--- src/irs_defines.vh ---
// Constants for the interrupt-enable and square-wave configuration block.
// Assumes inclusion by bare name from the design files of this block.
`ifndef IRS_DEFINES_VH
`define IRS_DEFINES_VH

// Register indices; byte address is four times the index
`define IRS_IDX_IRQ_CFG 8'h12
`define IRS_IDX_SQW_CTL 8'h13
`define IRS_ADDR_IRQ_CFG 8'h48
`define IRS_ADDR_SQW_CTL 8'h4c

// Reset values
`define IRS_RST_IRQ_CFG 8'he0
`define IRS_RST_SQW_CTL 8'h26
`define IRS_RST_SQW_SEL 5'h06
`define IRS_SQW_RSVD 2'h1

// Interrupt enable/config field positions
`define IRS_CEB_BIT 7
`define IRS_MODE_HI 6
`define IRS_MODE_LO 5
`define IRS_BATTERY_LOW_IRQ_ENABLE_BIT 4
`define IRS_TIE_BIT 3
`define IRS_AIE_BIT 2
`define IRS_X2E_BIT 1
`define IRS_X1E_BIT 0

// Square wave control field positions
`define IRS_SQUARE_WAVE_ENABLE_BIT 7
`define IRS_SEL_HI 4
`define IRS_SEL_LO 0

// Flag vector positions
`define IRS_FLG_BL 4
`define IRS_FLG_TIM 3
`define IRS_FLG_ALM 2
`define IRS_FLG_X2 1
`define IRS_FLG_X1 0

// Interrupt pulse modes
`define IRS_MODE_LEVEL 2'h0
`define IRS_MODE_SHORT 2'h1
`define IRS_MODE_MID 2'h2
`define IRS_MODE_LONG 2'h3

// Pulse lengths in oscillator half-period ticks (XT 65536/s, RC 256/s)
`define IRS_XT_TICK_HZ 65536
`define IRS_RC_TICK_HZ 256
`define IRS_LEN_XT_8192 15'h0008
`define IRS_LEN_XT_64 15'h0400
`define IRS_LEN_XT_4 15'h4000
`define IRS_LEN_RC_64 15'h0004
`define IRS_LEN_RC_4 15'h0040

// Divider tap offset between XT and RC ticks (log2 of 65536/256)
`define IRS_RC_TAP_OFS 5'h08

// Square wave select codes
`define IRS_SEL_CENTURY 5'h00
`define IRS_SEL_F16K 5'h16
`define IRS_SEL_MINUTE 5'h15
`define IRS_SEL_LAST_DIV 5'h14
`define IRS_SEL_F100 5'h17
`define IRS_SEL_HOUR 5'h18
`define IRS_SEL_DAY 5'h19
`define IRS_SEL_TIMER_IRQ_SIGNAL 5'h1a
`define IRS_SEL_TIMER_IRQ_SIGNAL_N 5'h1b
`define IRS_SEL_YEAR 5'h1c
`define IRS_SEL_CNT1HZ 5'h1d
`define IRS_SEL_ACAL32 5'h1e
`define IRS_SEL_ACAL8 5'h1f

// Pin routing codes
`define IRS_ROUTE_IRQ 2'h0
`define IRS_ROUTE_SQW 2'h1
`define IRS_ROUTE_BOTH 2'h2
`define IRS_ROUTE_ALARM 2'h3

`endif

--- src/irs_sync.v ---
// Two-flip-flop synchroniser for one asynchronous level.
// Assumes the input comes from a pin outside the clk domain.
`timescale 1ns/1ps
`default_nettype none
module irs_sync (
  input wire clk,
  input wire rst_n,
  input wire async_in,
  output wire sync_out
);
  reg meta_ff;
  reg sync_ff;

  // First stage feeds only the second stage
  always @(posedge clk) begin
    if (!rst_n) begin
      meta_ff <= 1'b1;
      sync_ff <= 1'b1;
    end else begin
      meta_ff <= async_in;
      sync_ff <= meta_ff;
    end
  end

  assign sync_out = sync_ff;
endmodule // irs_sync
`default_nettype wire

--- src/irs_pulse.v ---
// Pulse-width timer: holds active for a given count of oscillator ticks.
// Assumes start, tick and clear are one-cycle pulses on clk.
`timescale 1ns/1ps
`default_nettype none
module irs_pulse (
  input wire clk,
  input wire rst_n,
  input wire start,
  input wire clear,
  input wire tick,
  input wire [14:0] len,
  output wire active
);
  reg [14:0] cnt_ff;
  reg act_ff;
  reg [14:0] nxt_cnt;
  reg nxt_act;

  always @* begin
    nxt_cnt = cnt_ff;
    nxt_act = act_ff;
    if (clear) begin
      nxt_act = 1'b0;
      nxt_cnt = 15'h0000;
    end else if (start) begin
      nxt_act = 1'b1;
      nxt_cnt = len;
    end else if (act_ff && tick) begin
      if (cnt_ff <= 15'h0001) begin
        nxt_act = 1'b0;
        nxt_cnt = 15'h0000;
      end else begin
        nxt_cnt = cnt_ff - 15'h0001;
      end
    end
  end

  always @(posedge clk) begin
    if (!rst_n) begin
      cnt_ff <= 15'h0000;
      act_ff <= 1'b0;
    end else begin
      cnt_ff <= nxt_cnt;
      act_ff <= nxt_act;
    end
  end

  assign active = act_ff;
endmodule // irs_pulse
`default_nettype wire

--- src/irs_top.v ---
// Interrupt enable/mode and square wave select logic of a real-time clock.
// Assumes an APB master on clk, oscillator half-period ticks from the clock
// system, and event pulses from timer, alarm, battery and calendar logic.
// Behaviour
// RULE_01 - Century bit toggles on year wrap 99 to 00 only when enabled.
// RULE_02 - Pulse mode field bits 6:5; mode 00 gives level alarm output.
// RULE_03 - Mode 01: 1/8192 s on crystal, 1/64 s on RC oscillator.
// RULE_04 - Mode 10 gives 1/64 s; mode 11 gives 1/4 s in both.
// RULE_05 - Alarm output returns high as soon as its flag is cleared.
// RULE_06 - Software should keep pulse mode at 3 for lowest current.
// RULE_07 - Battery-low enable bit 4 gates battery-low interrupt.
// RULE_08 - Timer enable bit 3: timer zero sets timer flag, asserts request.
// RULE_09 - Alarm enable bit 2: full alarm match asserts the request.
// RULE_10 - Enable bit 1: chosen watchdog-pin edge raises second external interrupt.
// RULE_11 - Enable bit 0: chosen external-pin edge raises first external interrupt.
// RULE_12 - Square wave enable bit 7 drives wave, else static output level.
// RULE_13 - Select bits 4:0; 00001 32.768 kHz, then halving to 1/32 Hz.
// RULE_14 - Codes 10101..11111 give minute, 16k, 100 Hz, timer, tick, autocal.
// RULE_15 - Codes 00000, 11000, 11001, 11100 give century, hour, day, year pulses.
// RULE_16 - Software avoids high-rate selections while RC oscillator runs.
// RULE_17 - Select field resets to 00110, a 512 Hz output.
// RULE_18 - External flags set only while enabled; disabling keeps them.
// RULE_19 - Static output bit is the wave level while generation is off.
// RULE_20 - Default routing: active-low interrupt if any enabled, else static bit.
// RULE_21 - Waves divide the active oscillator, changing on the device clock.
//
// Our own choice: register access over APB.
`timescale 1ns/1ps
`default_nettype none
`include "irs_defines.vh"
module irs_top (
  input wire clk,
  input wire rst_n,
  input wire psel,
  input wire penable,
  input wire pwrite,
  input wire [7:0] paddr,
  input wire [31:0] pwdata,
  output wire pready,
  output wire pslverr,
  output reg [31:0] prdata,
  input wire rc_mode,
  input wire osc_half_tick,
  input wire year_wrap,
  input wire timer_zero,
  input wire alarm_match,
  input wire battery_low_event,
  input wire watchdog_input_pin,
  input wire external_input_pin,
  input wire first_edge_polarity,
  input wire second_edge_polarity,
  input wire [4:0] flag_clear,
  input wire static_out,
  input wire [1:0] freq_pin_route_select,
  input wire timer_irq_signal,
  input wire minute_wave,
  input wire hundred_hz_wave,
  input wire counter_1hz_tick,
  input wire acal32_pulse,
  input wire acal8_pulse,
  input wire century_pulse,
  input wire hour_pulse,
  input wire day_pulse,
  input wire year_pulse,
  output wire [4:0] irq_flags,
  output wire irq_out_n,
  output wire alarm_irq_out_n,
  output reg century_toggle_bit,
  output reg square_wave_out,
  output wire freq_irq_pin_out,
  output wire freq_irq_pin_oe
);
  // ***************************************************************
  // Register bus
  // ***************************************************************
  reg [7:0] irq_cfg_ff;
  reg square_wave_enable_ff;
  reg [4:0] sel_ff;
  wire setup = psel && !penable;
  wire wr_en = psel && penable && pwrite;
  wire hit_cfg = (paddr == `IRS_ADDR_IRQ_CFG);
  wire hit_sqw = (paddr == `IRS_ADDR_SQW_CTL);

  // No wait states; unmapped addresses answer with an error
  assign pready = 1'b1;
  assign pslverr = psel && penable && !hit_cfg && !hit_sqw;

  always @(posedge clk) begin
    if (!rst_n) begin
      irq_cfg_ff <= `IRS_RST_IRQ_CFG;
      square_wave_enable_ff <= 1'b0;
      // RULE_17 - select reset value
      sel_ff <= `IRS_RST_SQW_SEL;
    end else if (wr_en) begin
      if (hit_cfg) begin
        irq_cfg_ff <= pwdata[7:0];
      end
      if (hit_sqw) begin
        square_wave_enable_ff <= pwdata[`IRS_SQUARE_WAVE_ENABLE_BIT];
        sel_ff <= pwdata[`IRS_SEL_HI:`IRS_SEL_LO];
      end
    end
  end

  // Read data latched in the setup cycle so it is stable in the access cycle
  always @(posedge clk) begin
    if (!rst_n) begin
      prdata <= 32'h00000000;
    end else if (setup) begin
      if (hit_cfg) begin
        prdata <= {24'h000000, irq_cfg_ff};
      end else if (hit_sqw) begin
        prdata <= {24'h000000, square_wave_enable_ff, `IRS_SQW_RSVD, sel_ff};
      end else begin
        prdata <= 32'h00000000;
      end
    end
  end

  wire ceb = irq_cfg_ff[`IRS_CEB_BIT];
  wire [1:0] pmode = irq_cfg_ff[`IRS_MODE_HI:`IRS_MODE_LO];
  wire battery_low_irq_enable = irq_cfg_ff[`IRS_BATTERY_LOW_IRQ_ENABLE_BIT];
  wire timer_irq_enable = irq_cfg_ff[`IRS_TIE_BIT];
  wire alarm_irq_enable = irq_cfg_ff[`IRS_AIE_BIT];
  wire x2e = irq_cfg_ff[`IRS_X2E_BIT];
  wire x1e = irq_cfg_ff[`IRS_X1E_BIT];

  // ***************************************************************
  // Century bit
  // ***************************************************************
  always @(posedge clk) begin
    if (!rst_n) begin
      century_toggle_bit <= 1'b0;
    end else if (year_wrap && ceb) begin
      // RULE_01 - toggle on year wrap
      century_toggle_bit <= ~century_toggle_bit;
    end
  end

  // ***************************************************************
  // External pin edges
  // ***************************************************************
  wire wdi_s;
  wire external_input_pin_s;
  reg wdi_d_ff;
  reg external_input_pin_d_ff;

  irs_sync u_sync_wdi (
    .clk(clk),
    .rst_n(rst_n),
    .async_in(watchdog_input_pin),
    .sync_out(wdi_s)
  );

  irs_sync u_sync_external_input_pin (
    .clk(clk),
    .rst_n(rst_n),
    .async_in(external_input_pin),
    .sync_out(external_input_pin_s)
  );

  always @(posedge clk) begin
    if (!rst_n) begin
      wdi_d_ff <= 1'b1;
      external_input_pin_d_ff <= 1'b1;
    end else begin
      wdi_d_ff <= wdi_s;
      external_input_pin_d_ff <= external_input_pin_s;
    end
  end

  // Polarity 1 selects rising edge, 0 falling edge
  wire second_edge = second_edge_polarity ? (wdi_s && !wdi_d_ff) : (!wdi_s && wdi_d_ff);
  wire first_edge = first_edge_polarity ? (external_input_pin_s && !external_input_pin_d_ff) : (!external_input_pin_s && external_input_pin_d_ff);

  // ***************************************************************
  // Interrupt flags
  // ***************************************************************
  reg [4:0] flag_ff;
  wire [4:0] flag_set;

  // RULE_07 - battery-low gated by enable
  assign flag_set[`IRS_FLG_BL] = battery_low_event && battery_low_irq_enable;
  // RULE_08 - timer zero sets timer flag
  assign flag_set[`IRS_FLG_TIM] = timer_zero && timer_irq_enable;
  // RULE_09 - alarm match gated by enable
  assign flag_set[`IRS_FLG_ALM] = alarm_match && alarm_irq_enable;
  // RULE_10 - watchdog pin edge
  assign flag_set[`IRS_FLG_X2] = second_edge && x2e;
  // RULE_11 - external pin edge
  assign flag_set[`IRS_FLG_X1] = first_edge && x1e;

  // RULE_18 - set only when enabled, disable keeps flag
  genvar gi;
  generate
    for (gi = 0; gi < 5; gi = gi + 1) begin : g_flag
      always @(posedge clk) begin
        if (!rst_n) begin
          flag_ff[gi] <= 1'b0;
        end else if (flag_set[gi]) begin
          flag_ff[gi] <= 1'b1;
        end else if (flag_clear[gi]) begin
          flag_ff[gi] <= 1'b0;
        end
      end
    end
  endgenerate

  assign irq_flags = flag_ff;
  // RULE_08 - request asserted while a flag stands
  assign irq_out_n = ~(|flag_ff);

  // ***************************************************************
  // Alarm interrupt output width
  // ***************************************************************
  reg [14:0] pulse_len;
  wire pulse_act;
  wire alm_start = flag_set[`IRS_FLG_ALM];
  wire alm_clear = flag_clear[`IRS_FLG_ALM] && !alm_start;

  // RULE_03 - short width depends on oscillator
  // RULE_04 - mid and long widths
  always @* begin
    case (pmode)
      `IRS_MODE_SHORT: pulse_len = rc_mode ? `IRS_LEN_RC_64 : `IRS_LEN_XT_8192;
      `IRS_MODE_MID: pulse_len = rc_mode ? `IRS_LEN_RC_64 : `IRS_LEN_XT_64;
      `IRS_MODE_LONG: pulse_len = rc_mode ? `IRS_LEN_RC_4 : `IRS_LEN_XT_4;
      default: pulse_len = 15'h0000;
    endcase
  end

  irs_pulse u_pulse (
    .clk(clk),
    .rst_n(rst_n),
    .start(alm_start),
    .clear(alm_clear),
    .tick(osc_half_tick),
    .len(pulse_len),
    .active(pulse_act)
  );

  // RULE_02 - level mode follows the flag
  // RULE_05 - released when the flag clears
  assign alarm_irq_out_n = ~(flag_ff[`IRS_FLG_ALM] &&
                             ((pmode == `IRS_MODE_LEVEL) || pulse_act));

  // ***************************************************************
  // Square wave generation
  // ***************************************************************
  // Counter of oscillator half periods; tap n runs at 32768/2^n Hz on XT
  reg [20:0] div_ff;
  reg [4:0] tap;
  reg tap_ok;
  reg nxt_sqw;

  always @(posedge clk) begin
    if (!rst_n) begin
      div_ff <= 21'h000000;
    end else if (osc_half_tick) begin
      // RULE_21 - divide active oscillator
      div_ff <= div_ff + 21'h000001;
    end
  end

  // RC ticks are 256 times slower, so its taps sit eight places lower
  always @* begin
    tap = 5'h00;
    tap_ok = 1'b0;
    if (sel_ff == `IRS_SEL_F16K) begin
      tap = 5'h01;
      tap_ok = !rc_mode;
    end else if (rc_mode) begin
      tap = sel_ff - `IRS_RC_TAP_OFS;
      tap_ok = (sel_ff >= `IRS_RC_TAP_OFS) && (sel_ff <= `IRS_SEL_LAST_DIV);
    end else begin
      // Code 1 is the full crystal rate on bit 0; bit 1 belongs to 16.384 kHz
      tap = (sel_ff == 5'h01) ? 5'h00 : sel_ff;
      tap_ok = (sel_ff != `IRS_SEL_CENTURY) && (sel_ff <= `IRS_SEL_LAST_DIV);
    end
  end

  // RULE_13 - divider taps
  // RULE_14 - special selections
  // RULE_15 - test pulses
  always @* begin
    case (sel_ff)
      `IRS_SEL_CENTURY: nxt_sqw = century_pulse;
      `IRS_SEL_MINUTE: nxt_sqw = minute_wave;
      `IRS_SEL_F100: nxt_sqw = hundred_hz_wave && !rc_mode;
      `IRS_SEL_HOUR: nxt_sqw = hour_pulse;
      `IRS_SEL_DAY: nxt_sqw = day_pulse;
      `IRS_SEL_TIMER_IRQ_SIGNAL: nxt_sqw = timer_irq_signal;
      `IRS_SEL_TIMER_IRQ_SIGNAL_N: nxt_sqw = !timer_irq_signal;
      `IRS_SEL_YEAR: nxt_sqw = year_pulse;
      `IRS_SEL_CNT1HZ: nxt_sqw = counter_1hz_tick;
      `IRS_SEL_ACAL32: nxt_sqw = acal32_pulse;
      `IRS_SEL_ACAL8: nxt_sqw = acal8_pulse;
      default: nxt_sqw = tap_ok && div_ff[tap];
    endcase
  end

  // RULE_12 - enable gates the wave
  // RULE_19 - static bit as idle level
  always @(posedge clk) begin
    if (!rst_n) begin
      square_wave_out <= 1'b0;
    end else begin
      square_wave_out <= square_wave_enable_ff ? nxt_sqw : static_out;
    end
  end

  // ***************************************************************
  // Frequency/interrupt pin routing
  // ***************************************************************
  wire any_en = battery_low_irq_enable || timer_irq_enable || alarm_irq_enable || x2e || x1e;
  reg pin_lvl;

  // RULE_20 - default routing
  always @* begin
    case (freq_pin_route_select)
      `IRS_ROUTE_IRQ: pin_lvl = any_en ? irq_out_n : static_out;
      `IRS_ROUTE_SQW: pin_lvl = square_wave_out;
      `IRS_ROUTE_BOTH: pin_lvl = square_wave_enable_ff ? square_wave_out :
                                 (any_en ? irq_out_n : static_out);
      `IRS_ROUTE_ALARM: pin_lvl = alarm_irq_enable ? alarm_irq_out_n : static_out;
      default: pin_lvl = static_out;
    endcase
  end

  // Open drain: only pulls low, the wire floats high otherwise
  assign freq_irq_pin_out = 1'b0;
  assign freq_irq_pin_oe = !pin_lvl;
endmodule // irs_top
`default_nettype wire

--- config.mk ---
export PLATFORM = sky130hd
export DESIGN_NAME = irs_top
export DESIGN_NICKNAME = d
export VERILOG_FILES = /design/src/irs_sync.v /design/src/irs_pulse.v /design/src/irs_top.v
export VERILOG_INCLUDE_DIRS = /design/src /design/src/src
export SDC_FILE = /design/constraint.sdc
export NUM_CORES = 1
export LEC_CHECK = 0
export BUFFER_PORTS_ARGS = -buffer_cell sky130_fd_sc_hd__buf_2
export CAP_MARGIN = 30
export CORE_ASPECT_RATIO = 2
export CORE_MARGIN = 2
export CORE_UTILIZATION = 35
export DETAILED_ROUTE_END_ITERATION = 10
export GPL_ROUTABILITY_DRIVEN = 0
export SKIP_CTS_REPAIR_TIMING = 1
export SYNTH_ARGS = -nofsm -noshare
export SYNTH_HDL_FRONTEND = slang
export SYNTH_HIERARCHICAL = 1
export SYNTH_SLANG_ARGS = --single-unit
--- constraint.sdc ---
create_clock -name clk -period 2.4 [get_ports clk]
set_input_delay 0.6 -clock clk [delete_from_list [all_inputs] [get_ports clk]]
set_output_delay 0.6 -clock clk [all_outputs]
set_load 0.005 [all_outputs]
==> results of run 1 <==
## how the worst max path moves through the flow
stage / from / endpoint / slack [ns] / depth (start not counted)
after floorplan: u_pulse/cnt_ff[2]$_SDFFE_PP0P_ / u_pulse/cnt_ff[14]$_SDFFE_PP0P_ / 0.34 / 5
after global placement: rc_mode / square_wave_out$_SDFF_PN0_ / 0.21 / 7
after detailed placement: rc_mode / square_wave_out$_SDFF_PN0_ / 0.17 / 7
after CTS: irq_cfg_ff[0]$_SDFFE_PN0P_ / freq_irq_pin_oe / 0.05 / 5
after global routing: irq_flags[2]$_SDFFE_PN0P_ / freq_irq_pin_oe / 0.03 / 5
final: irq_flags[2]$_SDFFE_PN0P_ / freq_irq_pin_oe / 0.15 / 5
## cells in the final DEF (no fill, tap or decap), types with 6 or more instances in the layout
| cell | instances |
|---|---|
| buf_4 | 18 |
| buf_2 | 67 |
| inv_1 | 15 |
| a31oi_1 | 6 |
| a21boi_0 | 8 |
| nand2b_1 | 12 |
| nor2b_1 | 28 |
| xnor2_1 | 16 |
| and2_1 | 19 |
| o21ai_0 | 23 |
| ha_1 | 6 |
| nand4_1 | 6 |
| nand3_1 | 13 |
| nor2_1 | 17 |
| or3_1 | 8 |
| and3_1 | 13 |
| clkbuf_16 | 9 |
| nand2_1 | 41 |
| a21oi_1 | 24 |
| nor3_1 | 11 |
| nor4_1 | 9 |
| mux2i_1 | 31 |
| xor2_1 | 12 |
| conb_1 | 36 |
| dfxtp_1 | 72 |
## worst max-delay path, cell delays in order, from the launching register on
cell,delay [ns]
dfxtp_1,0.35
or4_4,0.53
nor2_2,0.11
a221o_1,0.15
a22oi_1,0.06
buf_2,0.13
## metrics by stage
step	worst slack [ns]	hold slack [ns]
after floorplan	0.3427	0.3863
after global placement	0.2107	0.3982
after detailed placement	0.1743	0.3917
after CTS	0.05487	0.4045
after global routing	0.03241	0.4249
final	0.1536	0.4029
## cell families (layout without fill, tap and decap cells)
kind of cell               after synthesis  after routing
DFF                                     72             72
adders and majority gates                6              6
AOI/OAI and AO/OA                       97             97
muxes                                   32             32
other                                    2             36
xor gates and xnor gates                28             28
and+or+nand+nor                        206            206
buffers and inverters                   65            115
## state kept, by name (all words and copies together) (netlist names)
name and cells:
wdi_d_ff 1, u_sync_wdi/meta_ff 1, u_sync_wdi/sync_out 1, irq_cfg_ff 8, square_wave_enable_ff 1, square_wave_out 1
u_pulse/cnt_ff 15, u_sync_external_input_pin/meta_ff 1, irq_flags 5, external_input_pin_d_ff 1, div_ff 21, sel_ff 5
u_pulse/active 1, u_sync_external_input_pin/sync_out 1, prdata 8, century_toggle_bit 1
## final cells by class
class,instances,area [um2]
timing repair buffer,86,490.5
multi-input combinational,405,2613
fill,1221,6967
clock buffer,11,232.7
sequential,72,1441
tap,147,183.9
clock inverter,3,68.82
inverter,15,56.30
## routing by layer
| metal | vias to the layer above | share of wire [%] | track usage [%] |
|---|---|---|---|
| li1 | 1906 | - | - |
| met1 | 1763 | 35 | 15.66 |
| met2 | 97 | 56 | 32.96 |
| met3 | 31 | 3.9 | 3.616 |
| met4 | 0 | 4.9 | 10.45 |
| met5 | - | 0 | 0 |
## power by group through the flow
stage	sequential [mW]	clock [mW]	combinational [mW]
detailed placement	1.24	0	0.154
finish	1.22	1.39	0.154
global placement	1.24	0	0.150
floorplan	1.24	0	0.112
global route	1.22	1.47	0.174
CTS	1.22	1.42	0.154
## Yosys cell counts (all sizes together) (4+ instances only)
master,n,area [um2]
nor2,19,73.82
ha,6,75.07
a21oi,24,120.1
nor3b,5,37.54
xnor2,16,140.1
and2,19,118.9
o211ai,5,37.54
nand4,6,37.54
and3,13,81.33
nor3,15,102.6
nand2,41,153.9
nand2b,12,75.07
clkbuf,15,57.55
nor2b,28,175.2
a21boi,8,60.06
or3,8,50.05
mux2i,31,310.3
xor2,12,105.1
o21ai,23,115.1
o31ai,6,50.05
nor4,9,56.30
a31oi,6,37.54
nand3,14,75.07
inv,15,56.30
or4,4,33.78
dfxtp,72,1441
o22ai,5,31.28
buf,35,245.2
==> qor.yml, run 1 <==
synthesis:
  synth_warnings: 6
  async_flop_share_pct: 0
  synthFlopType: "dfxtp_1"
  synthAdderAreaFrac_pct: 1.756
  ys_seq_elements: 72
  synth-xor-area-share_pct: 5.738
  syn_inst: 508
  synth-edff-count: 0
  synthMuxAreaShare_pct: 7.787
  yosys.area_share.simple_pct: 27.69
  synth_top_family_by_area: "simple AND/OR/NAND/NOR gates"
  synth-compound-area-share_pct: 14.72
  syn_avg_cell_area_um2: 8.414
  yosys.cell_types.count: 64
  synth_seq_area_share_pct: 33.72
  netlist_area_mm2: 0.004274
hold_path:
  worstHoldPathCells: 1
  hold_end: "u_sync_wdi/sync_out$_SDFF_PN1_"
  hp-start: "u_sync_wdi/meta_ff$_SDFF_PN1_"
  min_path_type: "flip-flop to flip-flop"
cts:
  clkSlewWorstSetupHoldPaths_ns: 0.05
  cts_buffers: 9
  cts-root-buf: "clkbuf_16"
  clock_latency_ns: 0.33
  cts_sinks: 72
  cts_tree: "built"
  htree_num_levels: 3
  clk_path_buf_depth: 2
sta:
  setup_viol_count_final: 0
  period_needed_ns: 2.246
  slew_violations: 0
  tightest_slew_ns: 0.6164
  rsz0062_at_grt: "no"
  skew_ns: 0.006477
  fin_crit_sh_pct: 93.60
  slew_headroom_pct: 58.85
  clock.fmax_mhz: 445.2
  final_hold_viol_count: 0
  setup_tns_ns: 0
worst_setup_path:
  rr_endpoint: "u_pulse/cnt_ff[14]$_SDFFE_PP0P_"
  end_kind: "output port"
  critical_path_class: "flip-flop to output port"
  r2r_cells: 4
  start_kind: "flip-flop"
  ff2ff_setup_slack_ns: 0.20
  cp.required_ns: 1.80
  timing.rr.start: "u_pulse/cnt_ff[2]$_SDFFE_PP0P_"
  worst-endpoint-arrival_ns: 1.65
  crit_path_max_fanout: 5
final_layout:
  instances_no_fill: 739
  fin_area_mm2: 0.005086
  final_core_util_pct: 42.20
  syn_to_final_growth_pct: 19.00
  finalNetCount: 668
  antenna_cells: 0
  drive_gt1_share_pct: 18.92
power_and_ir_drop:
  switchingPower_mw: 0.5821
  combPwrFrac_pct: 5.6
  swShare_pct: 21.09
  pwr-share-seq_pct: 44.1
  total_power_mw: 2.760
  power_density_mw_per_mm2: 542.6
  ir_drop_v: 0.0004070
  power_leakage_nw: 2.076
  clockPowerShare_pct: 50.4
  power_report.internal_total_mw: 2.178
placed_design:
  place_area_mm2: 0.004773
  dp.cells: 725
  hpwl_mm: 8.616
  io_buffers: 67
job:
  drv_cap: 0
die:
  die_x_um: 82.14
  start_util_pct: 35.46
  core_area_mm2: 0.01205
  num_rows: 57
  die_h_um: 160.3
  ioPinCount: 118
  die_area_mm2: 0.01317
detailed_routing:
  drtPass1Iterations: 4
  wl_mm: 11.06
  postRouteAntennaNets: 0
  viasPerCell: 5.138
  drc: 0
  dr_total_vias: 3797
  drtIter0Drc: 134
  wire_per_inst_um: 14.96
global_routing:
  antenna_found_initial: 0
  gr-total-overflow: 0
  grt_pass1_wl_mm: 17.66
  globalRouteTotalUtil_pct: 17.34
  first_global_vias: 3828
  grt_max_degree: 53
outcome:
  status: "finished clean"
Power figures use the tool's default switching activity.
==> run 2: changes to the inputs <==
Settings changed: RECOVER_POWER from default to 100.
==> run 2 against run 1 <==
  * Die area stayed put
  * Clock power hardly changed
  * Cell count stayed put
  * Non-clock buffer count stayed put
  * Sequential cell count stayed put
  * Cell area is 1.2% lower
  * Sequential power hardly changed
  * Largest cell class unchanged
==> qor.yml, run 2 (same netlist as run 1, synthesis figures left out) <==
placed_design:
  hpwl_mm: 8.616  # unchanged
  io_buffers: 67  # unchanged
worst_setup_path:
  critical_path_class: "flip-flop to flip-flop"
  cp.required_ns: 2.66  # +0.86 ns
  path_delay_family: "simple AND/OR/NAND/NOR gates"
  start_kind: "flip-flop"
  worst-endpoint-arrival_ns: 2.50  # +0.85 ns
  end_kind: "flip-flop"
  max_stage_delay_ns: 0.62  # +0.09 ns
  path_common_cell: "or4_1"
  crit_chain: "or4_1 -> or3_1 -> or4_1 -> a31oi_1"
  path_buf_inv: 0  # -1
  crit_path_max_fanout: 6  # +1
  slowest_stage: "or4_1"
die:
  num_rows: 57  # unchanged
  die_x_um: 82.14  # unchanged
  ioPinCount: 118  # unchanged
  die_h_um: 160.3  # unchanged
  core_area_mm2: 0.01205  # unchanged
  start_util_pct: 35.46  # unchanged
  die_area_mm2: 0.01317  # unchanged
detailed_routing:
  drtPass1Iterations: 7  # +3
  dr_total_vias: 3817  # +0.53%
  drtIter0Drc: 134  # unchanged
  drc: 0  # unchanged
  postRouteAntennaNets: 0  # unchanged
  viasPerCell: 5.165  # +0.53%
  wire_per_inst_um: 14.98  # +0.14%
  wl_mm: 11.07  # +0.14%
sta:
  setup_tns_ns: 0  # unchanged
  final_hold_viol_count: 0  # unchanged
  skew_ns: 0.006792  # +0.0003152 ns
  slew_violations: 0  # unchanged
  fin_crit_sh_pct: 93.47  # -0.13 points
  slew_headroom_pct: 42.63  # -16 points
  setup_viol_count_final: 0  # unchanged
  holdWs_ns: 0.4021  # -0.0007370 ns
  tightest_slew_ns: 0.8606  # +0.2441 ns
  clock.fmax_mhz: 445.8  # +0.14%
  period_needed_ns: 2.243  # -0.003072 ns
  rsz0062_at_grt: "no"
cts:
  clkSlewWorstSetupHoldPaths_ns: 0.06  # about the same
  clk_path_buf_depth: 2  # unchanged
  htree_num_levels: 3  # unchanged
  cts_buffers: 9  # unchanged
  cts_tree: "built"
  clock_latency_ns: 0.33  # about the same
  cts-root-buf: "clkbuf_16"
  cts_sinks: 72  # unchanged
power_and_ir_drop:
  power_density_mw_per_mm2: 548.4  # +1.1%
  power_leakage_nw: 2.002  # -3.6%
  ir_drop_v: 0.0004062  # -0.20%
job:
  drv_cap: 0  # unchanged
final_layout:
  layout_commonest_cell: "dfxtp_1"
  layout_common_cells: "dfxtp_1, buf_2, nand2_1"
  largest_register_ff_count: 21  # unchanged
  antenna_cells: 0  # unchanged
  largestRegisters: "div_ff: 21 flops, u_pulse/cnt_ff: 15 flops"
  top_register: "div_ff"
  drive_gt1_share_pct: 15.71  # -3.2 points
  syn_to_final_growth_pct: 17.56
  finalNetCount: 668  # unchanged
global_routing:
  gr-total-overflow: 0  # unchanged
  antenna_found_initial: 0  # unchanged
  grt_max_degree: 53  # unchanged
  first_global_vias: 3828  # unchanged
  grt_pass1_wl_mm: 17.66  # unchanged
  globalRouteTotalUtil_pct: 17.34  # unchanged
outcome:
  status: "finished clean"
hold_path:
  min_path_type: "flip-flop to flip-flop"
## run 2: changes by cell type in the layout (fill, tap and decap cells not counted), sizes merged
cell    change
buf        -15
clkbuf     +15
## run 2: metrics by stage
stage	util, %	worst slack [ns]	total power, mW	cell area [um2]	cells
floorplan	-	0.3427	1.351	4402	542
global placement	39.60	0.2107	1.392	4773	725
detailed placement	39.60	0.1743	1.395	4773	725
CTS	42.11	0.05487	2.791	5075	739
global route	41.69	0.04204	2.858	5025	739
finish	41.69	0.1567	2.756	5025	739
## run 2: worst paths after layout
path | start | endpoint | slack [ns] | cells after the start
max | u_pulse/cnt_ff[2]$_SDFFE_PP0P_ | u_pulse/cnt_ff[14]$_SDFFE_PP0P_ | 0.16 | 4
min | u_sync_wdi/meta_ff$_SDFF_PN1_ | u_sync_wdi/sync_out$_SDFF_PN1_ | 0.40 | 1
min reg2reg | u_sync_wdi/meta_ff$_SDFF_PN1_ | u_sync_wdi/sync_out$_SDFF_PN1_ | 0.40 | 1
max reg2reg | u_pulse/cnt_ff[2]$_SDFFE_PP0P_ | u_pulse/cnt_ff[14]$_SDFFE_PP0P_ | 0.16 | 4
## run 2: metal layers
metal	global-route usage (%)	vias to the layer above	part of all wire (%)
met5	0	-	0
met2	32.96	99	56
met3	3.616	35	4.2
met4	10.45	0	5.1
li1	-	1909	-
met1	15.66	1774	35
## run 2: area by class of cell
class | instances | area, um2
fillers | 1237 | 7028
multi-input cells | 405 | 2579
flip-flops and latches | 72 | 1441
repair buffers | 86 | 462.9
clock buffers | 11 | 232.7
well taps | 147 | 183.9
clock inverters | 3 | 68.82
inverters | 15 | 56.30
## run 2: report_power, final
group | internal (mW) | switching, mW
Combinational | 0.0696 | 0.0811
Clock | 0.901 | 0.488
Sequential | 1.21 | 0.00953
